`src/bsq_pkg.sv`:
```
package bsq_pkg;

  localparam int          DATA_W            = 8;
  localparam int          REG_AW            = 4;

  // device command codes
  localparam logic [7:0]  CMD_ERASE_SETUP   = 8'h20;
  localparam logic [7:0]  CMD_ERASE_CONFIRM = 8'hd0;
  localparam logic [7:0]  CMD_READ_ARRAY    = 8'hff;
  localparam logic [7:0]  CMD_CLEAR_STATUS  = 8'h50;

  // device status_reg bit positions
  localparam int          SR_READY_BIT      = 7;
  localparam int          SR_ERASE_BIT      = 5;
  localparam int          SR_SEQ_BIT        = 4;
  localparam int          SR_SUPPLY_BIT     = 3;
  localparam int          SR_LOCK_BIT       = 1;

  // controller register offsets
  localparam logic [3:0]  REG_CTRL          = 4'h0;
  localparam logic [3:0]  REG_ADDR          = 4'h1;
  localparam logic [3:0]  REG_DEV_STAT      = 4'h2;
  localparam logic [3:0]  REG_IRQ_STAT      = 4'h3;
  localparam logic [3:0]  REG_IRQ_MASK      = 4'h4;
  localparam logic [3:0]  REG_CFG           = 4'h5;

  localparam int          CTRL_START        = 0;
  localparam int          CTRL_CLEAR        = 1;
  localparam int          CTRL_ARRAY        = 2;
  localparam int          CFG_AUTO_ARRAY    = 0;
  localparam logic        CFG_AUTO_RESET    = 1'b1;

  localparam int          IRQ_W             = 6;
  localparam int          IRQ_DONE          = 0;
  localparam int          IRQ_SUPPLY        = 1;
  localparam int          IRQ_SEQ           = 2;
  localparam int          IRQ_ERASE         = 3;
  localparam int          IRQ_LOCK          = 4;
  localparam int          IRQ_REFUSED       = 5;

  // pin timing, ns, and cycles at the 8 ns system clock
  localparam int          CLK_NS            = 8;
  localparam int          T_SETUP_NS        = 20;
  localparam int          T_WE_NS           = 50;
  localparam int          T_HOLD_NS         = 20;
  localparam int          T_ACC_NS          = 100;
  localparam int          T_GAP_NS          = 30;
  localparam int          SYNC_LAT          = 4;
  localparam logic [7:0]  SETUP_CYC = 8'((T_SETUP_NS + CLK_NS - 1) / CLK_NS);
  localparam logic [7:0]  WE_CYC    = 8'((T_WE_NS + CLK_NS - 1) / CLK_NS);
  localparam logic [7:0]  HOLD_CYC  = 8'((T_HOLD_NS + CLK_NS - 1) / CLK_NS);
  localparam logic [7:0]  GAP_CYC   = 8'((T_GAP_NS + CLK_NS - 1) / CLK_NS);
  localparam logic [7:0]  RD_CYC    =
    8'((T_ACC_NS + CLK_NS - 1) / CLK_NS + SYNC_LAT);
  localparam logic [7:0]  CNT_ONE   = 8'h01;

  typedef enum logic [2:0] {
    S_IDLE, S_WSETUP, S_WPULSE, S_WHOLD, S_WGAP, S_RACC, S_RGAP
  } bsq_state_t;

  typedef enum logic [2:0] {
    OP_SETUP, OP_CONFIRM, OP_POLL, OP_CLEAR, OP_ARRAY
  } bsq_op_t;

endpackage : bsq_pkg

```
`src/bsq_sync.sv`:
```
`timescale 1ns/1ns
module bsq_sync #(
  parameter int W = 8
) (
  input  wire logic         clk_sys_i,
  input  wire logic         sys_rst_i,
  input  wire logic [W-1:0] d_i,
  output logic      [W-1:0] q_o
);

  logic [W-1:0] ff1_q;
  logic [W-1:0] ff2_q;
  logic [W-1:0] ff3_q;

  always_ff @(posedge clk_sys_i or posedge sys_rst_i) begin
    if (sys_rst_i) begin
      ff1_q <= '0;
      ff2_q <= '0;
      ff3_q <= '0;
    end else begin
      ff1_q <= d_i;
      ff2_q <= ff1_q;
      ff3_q <= ff2_q;
    end
  end

  // a bit moves only once the second and third stages agree
  for (genvar i = 0; i < W; i++) begin : g_bit
    always_ff @(posedge clk_sys_i or posedge sys_rst_i) begin
      if (sys_rst_i) begin
        q_o[i] <= 1'b0;
      end else if (ff2_q[i] == ff3_q[i]) begin
        q_o[i] <= ff3_q[i];
      end
    end
  end

endmodule : bsq_sync

```
`src/bsq_ctrl.sv`:
```
`timescale 1ns/1ns
//////////////////////////////////////////////////////////////////////////////
module bsq_ctrl
  import bsq_pkg::*;
#(
  parameter int ADDR_W = 21
) (
  input  wire logic              clk_sys_i,
  input  wire logic              sys_rst_i,
  input  wire logic [REG_AW-1:0] reg_addr_i,
  input  wire logic [31:0]       reg_wdata_i,
  input  wire logic              reg_wr_i,
  input  wire logic              reg_rd_i,
  output logic      [31:0]       reg_rdata_o,
  output logic                   irq_o,
  output logic      [ADDR_W-1:0] flash_addr_o,
  output logic      [DATA_W-1:0] flash_dq_o,
  output logic                   flash_dq_oe_o,
  input  wire logic [DATA_W-1:0] flash_dq_i,
  output logic                   flash_ce_n_o,
  output logic                   flash_oe_n_o,
  output logic                   flash_we_n_o
);

  function automatic logic is_write(input bsq_state_t st);
    return st inside {S_WSETUP, S_WPULSE, S_WHOLD};
  endfunction : is_write

  function automatic logic is_wr(input logic [REG_AW-1:0] off);
    return reg_wr_i && reg_addr_i == off;
  endfunction : is_wr

  bsq_state_t        state_q, state_d;
  bsq_op_t           op_q, op_d;
  logic [7:0]        cnt_q, cnt_d;
  logic [ADDR_W-1:0] blk_addr_q;
  logic [DATA_W-1:0] dev_stat_q;
  logic [DATA_W-1:0] dq_sync;
  logic [IRQ_W-1:0]  irq_stat_q, irq_ev, irq_clr;
  logic [IRQ_W-1:0]  irq_mask_q;
  logic              auto_array_q;
  logic              hold_q;
  logic              start_req, clear_req, array_req, refuse;
  logic              rd_sample, ready_now, cnt_end;

  bsq_sync #(.W(DATA_W)) u_dq_sync (
    .clk_sys_i (clk_sys_i),
    .sys_rst_i (sys_rst_i),
    .d_i       (flash_dq_i),
    .q_o       (dq_sync)
  );

  //////////////////////////////////////////////////////////////////////////
  // command requests from software
  assign start_req = is_wr(REG_CTRL) && reg_wdata_i[CTRL_START];
  assign clear_req = is_wr(REG_CTRL) && reg_wdata_i[CTRL_CLEAR];
  assign array_req = is_wr(REG_CTRL) && reg_wdata_i[CTRL_ARRAY];
  // locked or supply error still pending: erase not allowed
  assign refuse    = start_req && state_q == S_IDLE && hold_q;
  assign cnt_end   = cnt_q == CNT_ONE;
  assign rd_sample = state_q == S_RACC && cnt_end;
  assign ready_now = dq_sync[SR_READY_BIT];

  //////////////////////////////////////////////////////////////////////////
  // sequencer
  always_comb begin
    state_d = state_q;
    op_d    = op_q;
    cnt_d   = cnt_q - CNT_ONE;
    unique case (state_q)
      S_IDLE: begin
        cnt_d = SETUP_CYC;
        if (start_req && !hold_q) begin
          state_d = S_WSETUP;
          op_d    = OP_SETUP;
        end else if (clear_req) begin
          state_d = S_WSETUP;
          op_d    = OP_CLEAR;
        end else if (array_req) begin
          state_d = S_WSETUP;
          op_d    = OP_ARRAY;
        end
      end
      S_WSETUP: if (cnt_end) begin
        state_d = S_WPULSE;
        cnt_d   = WE_CYC;
      end
      S_WPULSE: if (cnt_end) begin
        state_d = S_WHOLD;
        cnt_d   = HOLD_CYC;
      end
      S_WHOLD: if (cnt_end) begin
        state_d = S_WGAP;
        cnt_d   = GAP_CYC;
      end
      S_WGAP: if (cnt_end) begin
        unique case (op_q)
          OP_SETUP: begin
            state_d = S_WSETUP;
            op_d    = OP_CONFIRM;
            cnt_d   = SETUP_CYC;
          end
          OP_CONFIRM: begin
            // status comes back on every read, no read-status command
            state_d = S_RACC;
            op_d    = OP_POLL;
            cnt_d   = RD_CYC;
          end
          default: state_d = S_IDLE;
        endcase
      end
      S_RACC: if (cnt_end) begin
        state_d = S_RGAP;
        cnt_d   = GAP_CYC;
      end
      S_RGAP: if (cnt_end) begin
        if (!dev_stat_q[SR_READY_BIT]) begin
          state_d = S_RACC;
          cnt_d   = RD_CYC;
        end else if (auto_array_q) begin
          state_d = S_WSETUP;
          op_d    = OP_ARRAY;
          cnt_d   = SETUP_CYC;
        end else begin
          state_d = S_IDLE;
        end
      end
    endcase
  end

  always_ff @(posedge clk_sys_i or posedge sys_rst_i) begin
    if (sys_rst_i) begin
      state_q <= S_IDLE;
      op_q    <= OP_SETUP;
      cnt_q   <= '0;
    end else begin
      state_q <= state_d;
      op_q    <= op_d;
      cnt_q   <= cnt_d;
    end
  end

  //////////////////////////////////////////////////////////////////////////
  // flash pins, registered from the next state
  always_ff @(posedge clk_sys_i or posedge sys_rst_i) begin
    if (sys_rst_i) begin
      flash_ce_n_o  <= 1'b1;
      flash_oe_n_o  <= 1'b1;
      flash_we_n_o  <= 1'b1;
      flash_dq_oe_o <= 1'b0;
      flash_dq_o    <= '0;
      flash_addr_o  <= '0;
    end else begin
      // gaps raise both enables so the device refreshes status
      flash_ce_n_o  <= !(is_write(state_d) || state_d == S_RACC);
      flash_oe_n_o  <= state_d != S_RACC;
      flash_we_n_o  <= state_d != S_WPULSE;
      flash_dq_oe_o <= is_write(state_d);
      flash_addr_o  <= blk_addr_q;
      unique case (op_d)
        OP_SETUP:   flash_dq_o <= CMD_ERASE_SETUP;
        OP_CONFIRM: flash_dq_o <= CMD_ERASE_CONFIRM;
        OP_CLEAR:   flash_dq_o <= CMD_CLEAR_STATUS;
        OP_ARRAY:   flash_dq_o <= CMD_READ_ARRAY;
        OP_POLL:    flash_dq_o <= flash_dq_o;
      endcase
    end
  end

  //////////////////////////////////////////////////////////////////////////
  // status capture and full status check
  always_ff @(posedge clk_sys_i or posedge sys_rst_i) begin
    if (sys_rst_i) begin
      dev_stat_q <= '0;
    end else if (rd_sample) begin
      dev_stat_q <= dq_sync;
    end
  end

  always_comb begin
    irq_ev = '0;
    if (rd_sample && ready_now) begin
      irq_ev[IRQ_DONE]   = 1'b1;
      irq_ev[IRQ_SUPPLY] = dq_sync[SR_SUPPLY_BIT];
      irq_ev[IRQ_SEQ]    = dq_sync[SR_SEQ_BIT] && dq_sync[SR_ERASE_BIT];
      irq_ev[IRQ_ERASE]  = !dq_sync[SR_SEQ_BIT] && dq_sync[SR_ERASE_BIT];
      irq_ev[IRQ_LOCK]   = dq_sync[SR_LOCK_BIT];
    end
    irq_ev[IRQ_REFUSED]  = refuse;
  end

  // mirrors the device: pending until clear-status is written
  always_ff @(posedge clk_sys_i or posedge sys_rst_i) begin
    if (sys_rst_i) begin
      hold_q <= 1'b0;
    end else if (irq_ev[IRQ_LOCK] || irq_ev[IRQ_SUPPLY]) begin
      hold_q <= 1'b1;
    end else if (state_q == S_WGAP && op_q == OP_CLEAR && cnt_end) begin
      hold_q <= 1'b0;
    end
  end

  //////////////////////////////////////////////////////////////////////////
  // software registers and interrupt
  assign irq_clr = is_wr(REG_IRQ_STAT) ? reg_wdata_i[IRQ_W-1:0] : '0;

  always_ff @(posedge clk_sys_i or posedge sys_rst_i) begin
    if (sys_rst_i) begin
      irq_stat_q <= '0;
    end else begin
      // a new event outranks a simultaneous clear
      irq_stat_q <= (irq_stat_q & ~irq_clr) | irq_ev;
    end
  end

  always_ff @(posedge clk_sys_i or posedge sys_rst_i) begin
    if (sys_rst_i) begin
      blk_addr_q   <= '0;
      irq_mask_q   <= '0;
      auto_array_q <= CFG_AUTO_RESET;
    end else begin
      if (is_wr(REG_ADDR) && state_q == S_IDLE) begin
        blk_addr_q <= reg_wdata_i[ADDR_W-1:0];
      end
      if (is_wr(REG_IRQ_MASK)) begin
        irq_mask_q <= reg_wdata_i[IRQ_W-1:0];
      end
      if (is_wr(REG_CFG)) begin
        auto_array_q <= reg_wdata_i[CFG_AUTO_ARRAY];
      end
    end
  end

  always_ff @(posedge clk_sys_i or posedge sys_rst_i) begin
    if (sys_rst_i) begin
      irq_o       <= 1'b0;
      reg_rdata_o <= '0;
    end else begin
      irq_o       <= |(irq_stat_q & irq_mask_q);
      reg_rdata_o <= '0;
      if (reg_rd_i) begin
        unique case (reg_addr_i)
          REG_CTRL:     reg_rdata_o <= {30'h0, hold_q, state_q != S_IDLE};
          REG_ADDR:     reg_rdata_o <= 32'(blk_addr_q);
          REG_DEV_STAT: reg_rdata_o <= 32'(dev_stat_q);
          REG_IRQ_STAT: reg_rdata_o <= 32'(irq_stat_q);
          REG_IRQ_MASK: reg_rdata_o <= 32'(irq_mask_q);
          REG_CFG:      reg_rdata_o <= 32'(auto_array_q);
          default:      reg_rdata_o <= '0;
        endcase
      end
    end
  end
endmodule : bsq_ctrl

```
`config.mk`:
```
export PLATFORM = sky130hd
export DESIGN_NAME = bsq_ctrl
export DESIGN_NICKNAME = d
export VERILOG_FILES = /design/src/bsq_pkg.sv /design/src/bsq_sync.sv /design/src/bsq_ctrl.sv
export SDC_FILE = /design/constraint.sdc
export NUM_CORES = 1
export LEC_CHECK = 0
export BUFFER_PORTS_ARGS = -buffer_cell sky130_fd_sc_hd__buf_2
export CORE_AREA = 2 2 117 119
export CTS_CLUSTER_DIAMETER = 120
export DETAILED_ROUTE_END_ITERATION = 8
export DIE_AREA = 0 0 119 121
export MAX_ROUTING_LAYER = met4
export PLACE_DENSITY = 0.64
export SYNTH_ARGS = -nofsm -noshare
export SYNTH_HDL_FRONTEND = slang
export SYNTH_SLANG_ARGS = --single-unit
```
`constraint.sdc`:
```
create_clock -name clk_sys_i -period 7.7 [get_ports clk_sys_i]
set_input_delay 0.385 -clock clk_sys_i [delete_from_list [all_inputs] [get_ports clk_sys_i]]
set_output_delay 0.385 -clock clk_sys_i [all_outputs]
set_load 0.1 [all_outputs]
```
==> results of run 1 <==
## worst register-to-register path: cells and delay by family (launching register included)
kind                   cells  cell delay (ns)
buffers and inverters      1             0.46
flip-flops                 1             0.78
AO/OA/AOI/OAI              3             0.74
AND/OR/NAND/NOR            2             0.64
## power breakdown
group,internal (mW),switching [mW],leakage [nW]
combinational,0.0278,0.0827,1.25
clock,0.545,0.299,0.304
sequential,0.763,0.0193,1.80
## registers in the layout, indices dropped and copies added, names as in the netlist, 4 cells and up
register	cells
irq_stat_q	6
u_dq_sync.ff2_q	8
dev_stat_q	8
irq_mask_q	6
reg_rdata_o	21
flash_dq_o	4
u_dq_sync.ff1_q	8
u_dq_sync.ff3_q	8
cnt_q	8
blk_addr_q	21
flash_addr_o	21
u_dq_sync.q_o	8
## worst max path at each step
stage | to | from | slack, ns
floorplan | blk_addr_q[0] | sys_rst_i | 3.57
detailed placement | flash_dq_o[6] | state_q[2] | 5.00
global route | flash_dq_o[6] | state_q[2] | 4.76
global placement | flash_dq_o[6] | state_q[2] | 5.05
CTS | flash_dq_o[6] | state_q[2] | 4.98
finish | flash_dq_o[6] | state_q[2] | 5.00
## layer usage
layer,GRT usage [%],wire length [um],vias to the layer above
met3,3.38,566,17
li1,-,-,1776
met2,25.8,5310,107
met1,23.9,5250,1845
met4,8.11,236,0
met5,-,0,-
## cell usage after synthesis (2+ instances only)
cell,count,share of area (%)
a21oi_1,14,1.2
and2_1,13,1.4
xor2_1,3,0.47
nand2b_1,2,0.22
buf_4,15,2.0
nand3_1,14,1.2
or3_1,2,0.22
and3_1,5,0.55
xnor2_1,3,0.47
nor4_4,2,0.75
maj3_1,8,1.4
buf_2,3,0.27
buf_6,4,0.80
o21ai_1,2,0.18
dfrtp_1,136,60
nor2_1,33,2.2
mux2i_1,2,0.35
o221ai_1,2,0.31
a31oi_1,2,0.22
clkbuf_1,12,0.80
o31ai_1,3,0.40
o2bb2ai_1,2,0.31
o211ai_1,3,0.40
o21ai_0,12,1.1
o22ai_1,6,0.66
nor3_1,6,0.53
inv_1,11,0.73
ha_1,2,0.44
nor2b_1,4,0.44
dfstp_2,4,1.9
a221o_1,2,0.35
a22oi_1,12,1.6
nand2_1,60,4.0
a22o_1,7,1.1
mux2_2,34,6.8
## area by class of cell
| class | count | area, um2 |
|---|---|---|
| inverters | 12 | 50.0 |
| repair buffers | 94 | 478 |
| multi-input cells | 292 | 1920 |
| fillers | 1136 | 6290 |
| flip-flops and latches | 140 | 3510 |
| well taps | 176 | 220 |
| clock inverters | 8 | 130 |
| clock buffers | 23 | 488 |
## logic make-up (layout without fill, tap and decap cells)
kind of cell | after synthesis | after routing | synth area share (%)
simple gates | 150 | 150 | 12.9
flops | 140 | 140 | 62.1
compound gates | 77 | 77 | 9.66
buf+inv | 47 | 137 | 4.72
mux | 38 | 38 | 7.73
fa+ha+maj | 10 | 10 | 1.86
xor+xnor | 6 | 6 | 0.930
other cells | 1 | 11 | 0.0664
==> impl_metrics.csv, run 1 <==
group,metric,value,unit
outcome,status,"completed",
worst_setup_path,path_depth,6,
grt,antenna_found_initial,0,
worst_setup_path,reg2reg_depth,6,
timing,fmax,370,MHz
die,die_area,0.0144,mm2
finish,fin_util,51.9,%
placed_design,detailed_place_hpwl,7.82,mm
timing,hold_viol,0,
yosys,ys_seq_area_share,62.1,%
clock_network,clk_pin_slew,0.06,ns
finish,instances_no_fill,745,
die,fp.dieH,121,um
finish,n_antenna_cell,0,
drt,via_per_inst,5.03,
drt,drc_errors,0,
drt,wl_per_cell,15.3,um
timing,setup_slack,5.00,ns
timing,tightest_slew,0.753,ns
worst_setup_path,path_delay_family,"flip-flops",
clock_network,clock_path_buffers,2,
worst_setup_path,rr_startpoint,"state_q[2]",
worst_setup_path,timing.rr.end,"flash_dq_o[6]",
timing,min_period,2.70,ns
die,boundaryPins,114,
finish,syn2layout_area_growth,20.2,%
yosys,synth.distinct_cells,59,
die,core,0.0131,mm2
placed_design,placed_area,0.00617,mm2
yosys,synth_cells,469,
run,drv_cap,0,
finish,layout_common_cells,"136 x dfrtp_1, 91 x buf_2, 60 x nand2_1, 34 x mux2_2, 33 x nor2_1",
placed_design,dpl.cell_count,714,
grt,grt_pass1_vias,3775,
yosys,syn_area,0.00565,mm2
grt,grt_max_degree,82,
finish,nets,607,
yosys,avgSynthCellArea,12.0,um2
die,start_util,43.2,%
worst_setup_path,cp_max_fo,20,
worst_setup_path,max_stage_delay,0.78,ns
grt,globalRouteOverflowTotal,0,
grt,grt_first_pass_wirelength,19.4,mm
placed_design,gp_congestion,0.841,
clock_network,postCtsSetupBuffers,0,
clock_network,postCtsHoldBufs,0,
finish,final_common_cell,"dfrtp_1",
power_and_ir_drop,power.density,256,mW/mm2
clock_network,cts_tree,"yes",
clock_network,htree_levels,4,
hold_path,hold_path_depth,1,
power_and_ir_drop,power_leakage,3.35,nW
worst_setup_path,path_cells,"clkinv_1 > nor2_1 > a41oi_2 > a221o_1 > or2_1 > o22ai_1",
clock_network,cts_made_buffers,17,
hold_path,min_from,"flash_dq_i[0]",
drt,postRouteAntennaNets,0,
timing,period_share,35.1,%
worst_setup_path,r2r_slack,5.00,ns
timing,clock_skew,0.00487,ns
yosys,synth-main-ff-cell,"dfrtp_1",
clock_network,cts_resized,0,
timing,grt_setup_unrepaired,"false",
placed_design,post-place-ws,5.00,ns
timing,finalMaxSlewViolations,0,
drt,routed_wl,11.4,mm
yosys,synth_edf_count,0,
power_and_ir_drop,p_total,1.74,mW
worst_setup_path,worstPathRequired,8.03,ns
clock_network,cts.sinks,140,
finish,drive_gt1_share,30.2,%
placed_design,port-buffer-count,91,
hold_path,min_to,"u_dq_sync.ff1_q[0]",
die,rows,42,
worst_setup_path,arrival,3.03,ns
yosys,ys_async_sr_fraction,100,%
timing,final.setup.tns,0,ns
timing,finalSetupViolations,0,
hold_path,hold_class,"input port to flop",
drt,first_iter_violations,279,
yosys,ys_warn_count,0,
power_and_ir_drop,ir_worst_vdd,128,uV
clock_network,clkLatencyLatePin,0.41,ns
timing,whs,0.0732,ns
worst_setup_path,end_kind,"flop",
die,die_w,119,um
yosys,synth-seq-cells,140,
clock_network,cts_root_buffer,"clkbuf_16",
drt,via_count,3745,
grt,grtUsageTotal,17.6,%
worst_setup_path,cp_slowest_cell,"dfrtp_1",
timing,relSlewSlack,49.1,%
worst_setup_path,worst-path-buf-inv,1,
drt,drt_pass1_iterations,4,
finish,final_area,0.00679,mm2
worst_setup_path,critPathLaunchType,"flop",
worst_setup_path,worst-setup-path-type,"flop to flop",
(Power assumes the default switching activity.)
==> inputs of run 2 (changes only) <==
==> constraint.sdc (replaced) <==
create_clock -name clk_sys_i -period 2.7 [get_ports clk_sys_i]
set_input_delay 0.135 -clock clk_sys_i [delete_from_list [all_inputs] [get_ports clk_sys_i]]
set_output_delay 0.135 -clock clk_sys_i [all_outputs]
set_load 0.1 [all_outputs]
==> run 2 against run 1 <==
Die area unchanged; maximum frequency up 13%; worst hold slack worse by 0.026 ns; wire length up 4.8%; clock skew up 0.00098 ns; total power rose to 2.9 times the previous value; sequential power rose to 2.9 times the previous value; global-route usage up 0.85 points; setup slack worse by 4.7 ns; flip-flop and latch count unchanged; clock power rose to 2.9 times the previous value; register-to-register slack worse by 4.7 ns; largest cell class unchanged; largest power group unchanged.
==> impl_metrics.csv, run 2 (synthesis gave the netlist of run 1 again) <==
group,metric,value,unit
outcome,status,"completed",
worst_setup_path,reg2reg_depth,8,
timing,hold_viol,0,
worst_setup_path,arrival,2.72,ns
worst_setup_path,rr_startpoint,"cnt_q[1]",
power_and_ir_drop,power_leakage,3.51,nW
timing,clock_skew,0.00585,ns
power_and_ir_drop,switching_power,1.15,mW
worst_setup_path,timing.rr.end,"flash_dq_o[6]",
finish,syn2layout_area_growth,26.9,%
hold_path,min_from,"reg_wdata_i[0]",
grt,grt_first_pass_wirelength,20.0,mm
worst_setup_path,cp_max_fo,13,
clock_network,cts_tree,"yes",
finish,fin_util,54.8,%
drt,via_count,3919,
timing,grt_setup_unrepaired,"false",
power_and_ir_drop,swShare,22.8,%
power_and_ir_drop,p_seq_share,44.4,%
power_and_ir_drop,pwr-share-clk,48.6,%
worst_setup_path,worst-setup-path-type,"flop to flop",
clock_network,htree_levels,4,
die,boundaryPins,114,
power_and_ir_drop,ir_worst_vdd,446,uV
drt,routed_wl,11.9,mm
grt,antenna_found_initial,0,
worst_setup_path,end_kind,"flop",
power_and_ir_drop,comb_power_share,7.0,%
die,core,0.0131,mm2
clock_network,clock_path_buffers,2,
hold_path,hold_path_depth,3,
die,die_w,119,um
grt,grt_max_degree,65,
finish,drive_gt1_share,29.8,%
finish,final_common_cell,"dfrtp_1",
placed_design,port-buffer-count,91,
finish,nets,644,
clock_network,clkLatencyLatePin,0.41,ns
power_and_ir_drop,p_int,3.88,mW
die,fp.dieH,121,um
clock_network,cts.sinks,140,
timing,period_share,88.5,%
power_and_ir_drop,power.density,701,mW/mm2
clock_network,cts_resized,0,
timing,min_period,2.39,ns
drt,wl_per_cell,15.3,um
drt,drc_errors,0,
timing,finalMaxSlewViolations,0,
worst_setup_path,worstPathRequired,3.04,ns
die,die_area,0.0144,mm2
clock_network,cts_root_buffer,"clkbuf_16",
drt,postRouteAntennaNets,0,
die,rows,42,
timing,relSlewSlack,46.4,%
finish,n_antenna_cell,0,
grt,grtUsageTotal,18.5,%
worst_setup_path,r2r_slack,0.31,ns
placed_design,gp_congestion,0.842,
clock_network,cts_made_buffers,17,
finish,layout_common_cells,"136 x dfrtp_1, 91 x buf_2, 60 x nand2_1, 34 x mux2_2, 33 x nor2_1",
die,start_util,43.2,%
grt,grt_pass1_vias,3926,
timing,finalSetupViolations,0,
drt,drt_pass1_iterations,5,
hold_path,hold_class,"input port to flop",
hold_path,min_to,"irq_stat_q[5]",
timing,tightest_slew,0.802,ns
worst_setup_path,critPathLaunchType,"flop",
clock_network,clk_pin_slew,0.06,ns
grt,globalRouteOverflowTotal,0,
drt,via_per_inst,5.02,
finish,fillers,1097,
run,drv_cap,0,
timing,fmax,418,MHz
placed_design,detailed_place_hpwl,8.22,mm
finish,reg_top3,"blk_addr_q (21), flash_addr_o (21), reg_rdata_o (21)",
timing,final.setup.tns,0,ns
drt,first_iter_violations,215,
[run 2: metrics by stage]
step	total power, mW	instance area, um2	hold WS [ns]	setup slack [ns]	std cells
detailed placement	2.59	6270	0.244	0.328	723
floorplan	2.51	5690	0.166	0.639	479
CTS	5.07	7170	0.0356	0.317	781
global placement	2.58	6270	0.244	0.417	723
global route	5.20	7170	0.0590	0.118	781
finish	5.02	7170	0.0468	0.310	781
[run 2: worst max-delay path, cell delays in order (launching register included)]
cell	delay (ns)
dfrtp_1	0.39
inv_1	0.10
ha_1	0.14
nor3b_2	0.36
and2_4	0.32
a41oi_2	0.16
a221o_1	0.42
or2_1	0.28
o22ai_1	0.14
[run 2: what timing repair did]
action / CTS / global route
hold endpoints to repair: 65 / 0
buffers inserted: 0 / 0
hold buffers: 28 / 0
[run 2: power groups by stage]
stage | Sequential [mW] | Combinational (mW) | Clock, mW
after floorplan | 2.31 | 0.193 | 0
after global placement | 2.26 | 0.320 | 0
after detailed placement | 2.27 | 0.325 | 0
after CTS | 2.23 | 0.358 | 2.48
after global routing | 2.24 | 0.381 | 2.58
final | 2.23 | 0.353 | 2.44
[run 2: layout make-up]
type,instances,area (um2),share of cell area (%)
Clock buffer,21,460,6.42
Clock inverter,9,161,2.25
Inverter,12,48.8,0.681
Multi-Input combinational cell,292,1920,26.8
Sequential cell,140,3510,48.9
Tap cell,176,220,3.07
Timing Repair Buffer,131,851,11.9
[run 2: worst max path at each step]
stage	slack [ns]	startpoint	endpoint
3_3_place_gp	0.42	cnt_q[1]	flash_dq_o[6]
4_1_cts	0.32	cnt_q[1]	flash_dq_o[6]
6_report	0.31	cnt_q[1]	flash_dq_o[6]
2_1_floorplan	0.64	cnt_q[1]	flash_dq_o[7]
5_1_grt	0.12	cnt_q[1]	flash_dq_o[6]
3_5_place_dp	0.33	cnt_q[1]	flash_dq_o[6]
[run 2: routing by layer]
| layer | wire length, um | vias up | global-route usage [%] |
|---|---|---|---|
| met4 | 208 | 0 | 7.66 |
| met5 | 0 | - | - |
| met1 | 5380 | 1928 | 24.3 |
| li1 | - | 1849 | - |
| met3 | 603 | 18 | 3.99 |
| met2 | 5720 | 124 | 28.1 |
